**src/scp_defines.svh**
```systemverilog
// constants of the serial configuration port: offsets, fields, resets and timing
`ifndef SCP_DEFINES_SVH
`define SCP_DEFINES_SVH

// ---------------------------------------------------------------
// register byte offsets
// ---------------------------------------------------------------
`define SCP_OFF_CTRL 32'h0000_0000
`define SCP_OFF_FRAME_BITS 32'h0000_0004
`define SCP_OFF_STATUS 32'h0000_0008
`define SCP_OFF_LENGTH 32'h0000_000c
`define SCP_OFF_CLOCKS 32'h0000_0010

// ---------------------------------------------------------------
// control fields and reset values
// ---------------------------------------------------------------
`define SCP_CTRL_FAST 0
`define SCP_CTRL_USER_LOW 1
`define SCP_CTRL_USER_HIGH 2
`define SCP_CTRL_RESET 3'h2
`define SCP_FRAME_BITS_RESET 24'h00_0040

// ---------------------------------------------------------------
// bitstream codes and mode pin encodings
// ---------------------------------------------------------------
`define SCP_PREAMBLE 4'h2
`define SCP_MODE_SLAVE 2'h3
`define SCP_MODE_MASTER 2'h2
`define SCP_LEN_LAST 5'h17
`define SCP_FAST_AFTER_BITS 24'h00_0008

// ---------------------------------------------------------------
// timing: times in ns, cycle counts derived from the clock period
// ---------------------------------------------------------------
`define SCP_CLK_PERIOD_NS 4
`define SCP_SLOW_PERIOD_NS 1000
`define SCP_FAST_FACTOR 8
`define SCP_SLOW_HALF (`SCP_SLOW_PERIOD_NS / (2 * `SCP_CLK_PERIOD_NS))
`define SCP_FAST_HALF (`SCP_SLOW_HALF / `SCP_FAST_FACTOR)
`define SCP_INIT_CLEAR_NS 1000
`define SCP_INIT_CLEAR_CYC (`SCP_INIT_CLEAR_NS / `SCP_CLK_PERIOD_NS)

`endif

```
**src/scp_pkg.sv**
```systemverilog
// types shared by the serial configuration port
package scp_pkg;

   // ------------------------------------------------------------
   // configuration sequencer states, one-hot
   // ------------------------------------------------------------
   typedef enum logic [5:0] {
      SCP_IDLE = 6'h01,
      SCP_CLEAR = 6'h02,
      SCP_WAIT_INIT = 6'h04,
      SCP_LOAD = 6'h08,
      SCP_STARTUP = 6'h10,
      SCP_DONE = 6'h20
   } scp_state_t;

   // ------------------------------------------------------------
   // bitstream parse phases inside the load state
   // ------------------------------------------------------------
   typedef enum logic [1:0] {
      SCP_SEEK = 2'h0,
      SCP_LEN = 2'h1,
      SCP_FILL = 2'h2,
      SCP_DATA = 2'h3
   } scp_phase_t;

   // status word as software reads it
   typedef struct packed {
      logic [18:0] zero;
      logic done;
      logic loaded;
      logic mode_error;
      logic [1:0] mode;
      logic [1:0] phase;
      logic [5:0] state;
   } scp_status_t;

   // latched ahb address phase
   typedef struct packed {
      logic valid;
      logic write;
      logic [31:0] addr;
   } scp_ahb_req_t;

endpackage

```
**src/scp_serial_config_port.sv**
```systemverilog
// serial configuration port with ahb-lite register access
//
// Design decisions made here: the register addresses and register access over AHB-Lite.
`timescale 1ns/1ns
`default_nettype none
`include "scp_defines.svh"

module scp_serial_config_port (
   input wire logic hclk,
   input wire logic hresetn,
   input wire logic hsel,
   input wire logic [31:0] haddr,
   input wire logic [1:0] htrans,
   input wire logic hwrite,
   input wire logic [2:0] hsize,
   input wire logic [31:0] hwdata,
   input wire logic hready,
   output logic hreadyout,
   output logic hresp,
   output logic [31:0] hrdata,
   input wire logic mode_select_high,
   input wire logic mode_select_low,
   input wire logic program_n,
   input wire logic init_in,
   output logic init_out,
   output logic init_oe,
   input wire logic config_clock_in,
   output logic config_clock_out,
   output logic config_clock_oe,
   input wire logic din,
   output logic dout,
   output logic done,
   output logic high_during_config,
   output logic low_during_config
);

   // ------------------------------------------------------------
   // declarations
   // ------------------------------------------------------------
   scp_pkg::scp_state_t state;
   scp_pkg::scp_phase_t phase;
   scp_pkg::scp_ahb_req_t req;
   scp_pkg::scp_status_t status;
   logic [4:0] sync1;
   logic [4:0] sync2;
   logic cc_last;
   logic [1:0] mode;
   logic mode_error;
   logic master;
   logic [2:0] ctrl;
   logic [23:0] frame_bits;
   logic [23:0] length;
   logic [23:0] clk_count;
   logic [23:0] own_count;
   logic [4:0] len_count;
   logic [3:0] shift;
   logic loaded;
   logic fast;
   logic fwd_bit;
   logic su_count;
   logic [7:0] div;
   logic [7:0] init_count;
   logic rise;
   logic fall;
   logic m_rise;
   logic m_fall;
   logic running;
   logic [7:0] half;
   logic [3:0] next_shift;

   // ------------------------------------------------------------
   // pin synchronisers
   // ------------------------------------------------------------
   // order: clock, data, program, init, mode low; high pin handled apart
   always_ff @(posedge hclk or negedge hresetn) begin
      if (!hresetn) begin
         sync1 <= 5'h00;
         sync2 <= 5'h00;
         cc_last <= 1'b0;
      end else begin
         sync1 <= {config_clock_in, din, program_n, init_in, mode_select_low};
         sync2 <= sync1;
         cc_last <= sync2[4];
      end
   end

   logic mh_s1;
   logic mh_s2;
   // mode high pin, separate so the pull-up default reads as one
   always_ff @(posedge hclk or negedge hresetn) begin
      if (!hresetn) begin
         mh_s1 <= 1'b1;
         mh_s2 <= 1'b1;
      end else begin
         mh_s1 <= mode_select_high;
         mh_s2 <= mh_s1;
      end
   end

   // ------------------------------------------------------------
   // configuration clock edges
   // ------------------------------------------------------------
   // slave edges come from the second sync stage, master edges from the divider
   assign running = (state == scp_pkg::SCP_LOAD) || (state == scp_pkg::SCP_STARTUP);
   assign half = fast ? 8'(`SCP_FAST_HALF) : 8'(`SCP_SLOW_HALF);
   assign m_rise = master && running && (div == 8'h00) && !config_clock_out;
   assign m_fall = master && running && (div == 8'h00) && config_clock_out;
   assign rise = master ? m_rise : (running && sync2[4] && !cc_last);
   assign fall = master ? m_fall : (running && !sync2[4] && cc_last);

   // internal oscillator divider for master mode
   always_ff @(posedge hclk or negedge hresetn) begin
      if (!hresetn) begin
         div <= 8'h00;
         config_clock_out <= 1'b0;
         config_clock_oe <= 1'b0;
      end else begin
         config_clock_oe <= master && running;
         if (!(master && running)) begin
            div <= 8'h00;
            config_clock_out <= 1'b0;
         end else if (div == 8'h00) begin
            div <= half - 8'h01;
            config_clock_out <= !config_clock_out;
         end else begin
            div <= div - 8'h01;
         end
      end
   end

   // fast rate only a few bits into the first frame, never before
   always_ff @(posedge hclk or negedge hresetn) begin
      if (!hresetn) begin
         fast <= 1'b0;
      end else if (!running) begin
         fast <= 1'b0;
      end else if (ctrl[`SCP_CTRL_FAST] && phase == scp_pkg::SCP_DATA
                   && own_count >= `SCP_FAST_AFTER_BITS) begin
         fast <= 1'b1;
      end
   end

   // ------------------------------------------------------------
   // configuration sequencer
   // ------------------------------------------------------------
   // program low aborts from any state and holds the block idle
   always_ff @(posedge hclk or negedge hresetn) begin
      if (!hresetn) begin
         state <= scp_pkg::SCP_IDLE;
         init_count <= 8'h00;
         mode <= `SCP_MODE_SLAVE;
         mode_error <= 1'b0;
         master <= 1'b0;
         su_count <= 1'b0;
      end else if (!sync2[2]) begin
         state <= scp_pkg::SCP_IDLE;
         master <= 1'b0;
      end else begin
         case (state)
            scp_pkg::SCP_IDLE: begin
               init_count <= 8'(`SCP_INIT_CLEAR_CYC - 1);
               state <= scp_pkg::SCP_CLEAR;
            end
            scp_pkg::SCP_CLEAR: begin
               if (init_count == 8'h00) begin
                  state <= scp_pkg::SCP_WAIT_INIT;
               end else begin
                  init_count <= init_count - 8'h01;
               end
            end
            scp_pkg::SCP_WAIT_INIT: begin
               mode <= {mh_s2, sync2[0]};
               mode_error <= !mh_s2;
               if (sync2[1] && mh_s2) begin
                  master <= !sync2[0];
                  state <= scp_pkg::SCP_LOAD;
               end
            end
            scp_pkg::SCP_LOAD: begin
               su_count <= 1'b0;
               if (rise && phase >= scp_pkg::SCP_FILL && clk_count + 24'h1 == length) begin
                  state <= scp_pkg::SCP_STARTUP;
               end
            end
            scp_pkg::SCP_STARTUP: begin
               if (rise) begin
                  su_count <= 1'b1;
                  if (su_count) begin
                     state <= scp_pkg::SCP_DONE;
                  end
               end
            end
            scp_pkg::SCP_DONE: begin
               master <= 1'b0;
            end
            default: begin
               state <= scp_pkg::SCP_IDLE;
            end
         endcase
      end
   end

   // ------------------------------------------------------------
   // bitstream parser and forwarding path
   // ------------------------------------------------------------
   assign next_shift = {shift[2:0], sync2[3]};

   // bits taken on rising edges, header passed on, output held high while loading own frames
   always_ff @(posedge hclk or negedge hresetn) begin
      if (!hresetn) begin
         phase <= scp_pkg::SCP_SEEK;
         shift <= 4'hf;
         length <= 24'h00_0000;
         len_count <= 5'h00;
         clk_count <= 24'h00_0000;
         own_count <= 24'h00_0000;
         loaded <= 1'b0;
         fwd_bit <= 1'b1;
      end else if (state != scp_pkg::SCP_LOAD && state != scp_pkg::SCP_STARTUP) begin
         phase <= scp_pkg::SCP_SEEK;
         shift <= 4'hf;
         len_count <= 5'h00;
         clk_count <= 24'h00_0000;
         own_count <= 24'h00_0000;
         loaded <= 1'b0;
         fwd_bit <= 1'b1;
      end else if (rise) begin
         clk_count <= clk_count + 24'h1;
         shift <= next_shift;
         case (phase)
            scp_pkg::SCP_SEEK: begin
               fwd_bit <= sync2[3];
               if (next_shift == `SCP_PREAMBLE) begin
                  phase <= scp_pkg::SCP_LEN;
               end
            end
            scp_pkg::SCP_LEN: begin
               fwd_bit <= sync2[3];
               length <= {length[22:0], sync2[3]};
               len_count <= len_count + 5'h01;
               if (len_count == `SCP_LEN_LAST) begin
                  phase <= scp_pkg::SCP_FILL;
               end
            end
            scp_pkg::SCP_FILL: begin
               fwd_bit <= 1'b1;
               if (!sync2[3]) begin
                  phase <= scp_pkg::SCP_DATA;
                  own_count <= 24'h00_0001;
                  loaded <= (frame_bits == 24'h00_0001);
               end
            end
            scp_pkg::SCP_DATA: begin
               if (loaded) begin
                  fwd_bit <= sync2[3];
               end else begin
                  fwd_bit <= 1'b1;
                  own_count <= own_count + 24'h1;
                  loaded <= (own_count + 24'h1 >= frame_bits);
               end
            end
            default: begin
               phase <= scp_pkg::SCP_SEEK;
            end
         endcase
      end
   end

   // output changes on falling edges: half period in slave, 1.5 from prom in master
   always_ff @(posedge hclk or negedge hresetn) begin
      if (!hresetn) begin
         dout <= 1'b1;
      end else if (!running) begin
         dout <= 1'b1;
      end else if (fall) begin
         dout <= fwd_bit;
      end
   end

   // ------------------------------------------------------------
   // status pins
   // ------------------------------------------------------------
   // init only ever pulls low, in idle and during memory clear
   always_ff @(posedge hclk or negedge hresetn) begin
      if (!hresetn) begin
         init_out <= 1'b0;
         init_oe <= 1'b0;
         done <= 1'b0;
         high_during_config <= 1'b1;
         low_during_config <= 1'b0;
      end else begin
         init_out <= 1'b0;
         init_oe <= (state == scp_pkg::SCP_IDLE) || (state == scp_pkg::SCP_CLEAR);
         done <= (state == scp_pkg::SCP_DONE);
         if (state == scp_pkg::SCP_DONE) begin
            high_during_config <= ctrl[`SCP_CTRL_USER_HIGH];
            low_during_config <= ctrl[`SCP_CTRL_USER_LOW];
         end else begin
            high_during_config <= 1'b1;
            low_during_config <= 1'b0;
         end
      end
   end

   // ------------------------------------------------------------
   // ahb-lite register slave, zero wait states
   // ------------------------------------------------------------
   always_comb begin
      status = '0;
      status.state = state;
      status.phase = phase;
      status.mode = mode;
      status.mode_error = mode_error;
      status.loaded = loaded;
      status.done = done;
   end

   // address phase latched and read data prepared for the data phase
   always_ff @(posedge hclk or negedge hresetn) begin
      if (!hresetn) begin
         req <= '0;
         hrdata <= 32'h0000_0000;
         hreadyout <= 1'b1;
         hresp <= 1'b0;
      end else begin
         hreadyout <= 1'b1;
         hresp <= 1'b0;
         req.valid <= hsel && hready && htrans[1];
         req.write <= hwrite;
         req.addr <= haddr;
         if (hsel && hready && htrans[1] && !hwrite) begin
            if (haddr == `SCP_OFF_CTRL) begin
               hrdata <= {29'h0, ctrl};
            end else if (haddr == `SCP_OFF_FRAME_BITS) begin
               hrdata <= {8'h00, frame_bits};
            end else if (haddr == `SCP_OFF_STATUS) begin
               hrdata <= status;
            end else if (haddr == `SCP_OFF_LENGTH) begin
               hrdata <= {8'h00, length};
            end else if (haddr == `SCP_OFF_CLOCKS) begin
               hrdata <= {8'h00, clk_count};
            end else begin
               hrdata <= 32'h0000_0000;
            end
         end
      end
   end

   // writes land at the data phase edge; unmapped writes vanish
   always_ff @(posedge hclk or negedge hresetn) begin
      if (!hresetn) begin
         ctrl <= `SCP_CTRL_RESET;
         frame_bits <= `SCP_FRAME_BITS_RESET;
      end else if (req.valid && req.write) begin
         if (req.addr == `SCP_OFF_CTRL) begin
            ctrl <= hwdata[2:0];
         end else if (req.addr == `SCP_OFF_FRAME_BITS) begin
            frame_bits <= hwdata[23:0];
         end
      end
   end

   // rises seen since start-up began; a counter keeps the release check short
   logic [1:0] su_rises;
   always_ff @(posedge hclk or negedge hresetn) begin
      if (!hresetn) begin
         su_rises <= 2'h0;
      end else if (state != scp_pkg::SCP_STARTUP) begin
         su_rises <= 2'h0;
      end else if (rise && su_rises != 2'h3) begin
         su_rises <= su_rises + 2'h1;
      end
   end
endmodule
`default_nettype wire

```
**config.mk**
```make
export PLATFORM = sky130hd
export DESIGN_NAME = scp_serial_config_port
export DESIGN_NICKNAME = d
export VERILOG_FILES = /design/src/scp_pkg.sv /design/src/scp_serial_config_port.sv
export VERILOG_INCLUDE_DIRS = /design/src
export SDC_FILE = /design/constraint.sdc
export NUM_CORES = 1
export LEC_CHECK = 0
export CORE_ASPECT_RATIO = 1.5
export CORE_MARGIN = 8
export CORE_UTILIZATION = 58
export DETAILED_ROUTE_END_ITERATION = 10
export DONT_BUFFER_PORTS = 1
export PLACE_DENSITY = 0.76
export SYNTH_ARGS = -nofsm -noshare
export SYNTH_HDL_FRONTEND = slang
export SYNTH_SLANG_ARGS = --single-unit
```
**constraint.sdc**
```tcl
create_clock -name hclk -period 3.2 [get_ports hclk]
set_clock_uncertainty 0.2 [all_clocks]
set_input_delay 0.32 -clock hclk [delete_from_list [all_inputs] [get_ports hclk]]
set_output_delay 0.32 -clock hclk [all_outputs]
set_load 0.01 [all_outputs]
```
==> results.toml <==
[sta]
finalHoldViolCount = 217
fin_crit_sh = 0.954
max_freq_ghz = 0.328
report.final.slew_viol_count = 0
worst_hold_slack_ns = -0.711
grt_setup_unrepaired = "false"
worst_slew_pin_slew_ns = 0.978
finalWorstSetupSlack_ns = 0.147
slew_headroom = 0.345
setup_viol = 0
fin_crit_ns = 3.05

[finish]
final_util = 0.675
antenna_cells = 0
syn_to_final_growth_pct = 15.9
n_fill_cell = 1448
fin_nets = 1336
multi_input_area_um2 = 5120
seqCellArea_um2 = 5450
final_cell_area_um2 = 12800
drive_gt1_frac = 0.0899

[pwr]
switchingPower_uw = 1330
seqPwrFrac = 0.493
clockPowerShare = 0.454
switching_share = 0.224
comb_power_share = 0.053
p_per_area_nw_per_um2 = 465
peakVddDrop_mv = 0.452
p_leak_uw = 0.00572
power.internal_uw = 4610

[synth]
ys_seq_area_frac = 0.494
synthTopCellsByArea = "dfrtp_1, nand2_1, xnor2_1"
avgSynthCellArea_um2 = 9.52
synth_most_common_cell = "dfrtp_1"
synth_top_area_cell = "dfrtp_1"
synthCells = 1159
synth_common_cells = "dfrtp_1, nand2_1, o21ai_0"
syn-cell-area_um2 = 11000
ys_seq_elements = 217
synth_top_area_frac = 0.463
synth_edf_count = 0
yosysWarningCount = 0
synthArstFlopShare = 1.00
synthDistinctLibCells = 68
synth_flop_cell = "dfrtp_1"

[drt]
wire_per_inst_um = 20.6
dr.pass1.iters = 8
ant_nets = 0
viasPerCell = 6.19
drc = 0
wl_mm = 30.8
drt_iter0_markers = 963
num_vias = 9223
wl_met2_mm = 15.6
met3_length_mm = 2.22
top_layer_used = "met5"
routedLengthMet1_mm = 11.4

[place]
dp_hpwl_mm = 20.8
place_ws_ns = -0.0292
io_buffer_count = 0
post_dp_cell_area_um2 = 11300
gp_congestion = 0.959

[clock_tree]
cts_max_level = 1
clock_latency_ns = 0.52
cts_tree = "yes"
clockBufferDepth = 3
clock_sinks = 217
holdBufCountCts = 65
clk_pin_slew_ns = 0.06
clockRootBuffer = "clkbuf_16"
cts_buffers = 22

[setup_path]
crit_path_max_fanout = 5
critPathTopFamily = "compound AO/OA/AOI/OAI gates"
r2r_slack_ns = 0.15
crit_chain = "nand2_1 > nor4_1 > buf_4 > xor2_1 > ha_1 > a21o_1 > a21o_1 > a211o_1 > o211ai_1 > a21oi_1 > o31ai_2 > a21oi_1"
critPathCaptureType = "flop"
worstReg2RegEnd = "loaded"
crit_buf_inv = 1
crit_path_start_kind = "flop"
cp.required_ns = 3.38
worst_path_largest_cell_delay_ns = 0.41
worstPathArrival_ns = 3.24
r2r-start = "own_count[3]"
cpMaxStageDelayCell = "dfrtp_1"
reg2reg_depth = 12
critical_path_class = "reg -> reg"

[global_routing]
grt_antenna_before_repair = 1
grt_usage = 0.262
grt_pass1_vias = 9410
overflow = 0
grt_first_pass_wirelength_mm = 49.3
grt_start_max_net_pins = 218

[min_path]
min-delay-path-class = "in -> async"

[floorplanning]
row_count = 62
start_util = 0.583
die-area_um2 = 23800
core_area_um2 = 18900
io_pins = 122
die_h_um = 185
die_x_um = 129

[outcome]
status = "finished with violations"
violations = "negative hold slack"

[run]
maxCapViolCount = 0
area by class of cell:
class | count | area share
flip-flops and latches | 217 | 0.426
repair buffers | 105 | 0.0754
multi-input cells | 829 | 0.401
inverters | 45 | 0.0132
clock buffers | 31 | 0.0488
well taps | 256 | 0.0251
clock inverters | 8 | 0.0110
cell families (layout without fill, tap and decap cells):
family,after synthesis,in the layout,share of synthesized area
buffers and inverters,122,189,0.0488
other,2,11,0.000681
muxes,15,15,0.0144
DFF,217,217,0.494
AOI/OAI and AO/OA,226,226,0.133
and+or+nand+nor,453,453,0.198
xor gates and xnor gates,88,88,0.0699
adders and majority gates,36,36,0.0408
registers in the layout (all words and copies together) (netlist names), 2 cells and up:
name        flops
req            34
state           6
hrdata         24
clk_count      24
sync2           5
mode            2
shift           3
init_count      8
frame_bits     24
div             8
length         24
sync1           5
ctrl            3
phase           2
own_count      24
len_count       5
worst reg2reg max path, stage by stage (launching register included):
cell and delay, ns:
dfrtp_1 0.41, nand2_1 0.09, nor4_1 0.27, buf_4 0.19, xor2_1 0.21, ha_1 0.30
a21o_1 0.21, a21o_1 0.18, a211o_1 0.28, o211ai_1 0.11, a21oi_1 0.11, o31ai_2 0.25
a21oi_1 0.11
through the flow:
step,total power (uW),instances,TNS (ns)
after floorplan,3140,1168,0
after global placement,3200,1386,0
after detailed placement,3210,1386,-0.0292
after CTS,5950,1490,0
after global routing,6120,1491,0
final,5940,1491,0
power groups by stage:
stage | clock [uW] | combinational [uW] | sequential (uW)
finish | 2700 | 313 | 2930
global route | 2840 | 345 | 2940
CTS | 2720 | 307 | 2930
detailed placement | 0 | 237 | 2980
global placement | 0 | 230 | 2970
floorplan | 0 | 195 | 2940
metal layers:
layer,GRT usage,vias to the layer above
li1,-,4172
met1,0.302,4522
met2,0.465,422
met3,0.0378,105
met4,0.129,2
met5,0,-
how the worst max path moves through the flow:
stage,start,end,cells past startpoint,slack [ns]
after CTS,own_count[1],loaded,13,0.002
after global placement,own_count[1],loaded,13,0.006
after global routing,own_count[3],loaded,12,0.002
after floorplan,own_count[0],loaded,14,0.0003
final,own_count[3],loaded,12,0.15
after detailed placement,own_count[1],loaded,13,-0.03
timing repair:
item	CTS	global route
pin swaps	0	2
resized for setup	3	9
endpoints found under the hold margin	284	217
buffers inserted	0	1
setup endpoints to repair	1	1
layout by cell type, fill, tap and decap left out, types with 35 or more instances in the layout:
master,netlist,routed
buf_4,15,39
dfrtp_1,204,204
dlygate4sd3_1,0,65
ha_1,36,35
inv_1,44,44
nand2_1,182,182
nor2_1,87,87
o21ai_0,89,89
xnor2_1,52,51
xor2_1,36,36
Power figures use the tool's default switching activity.
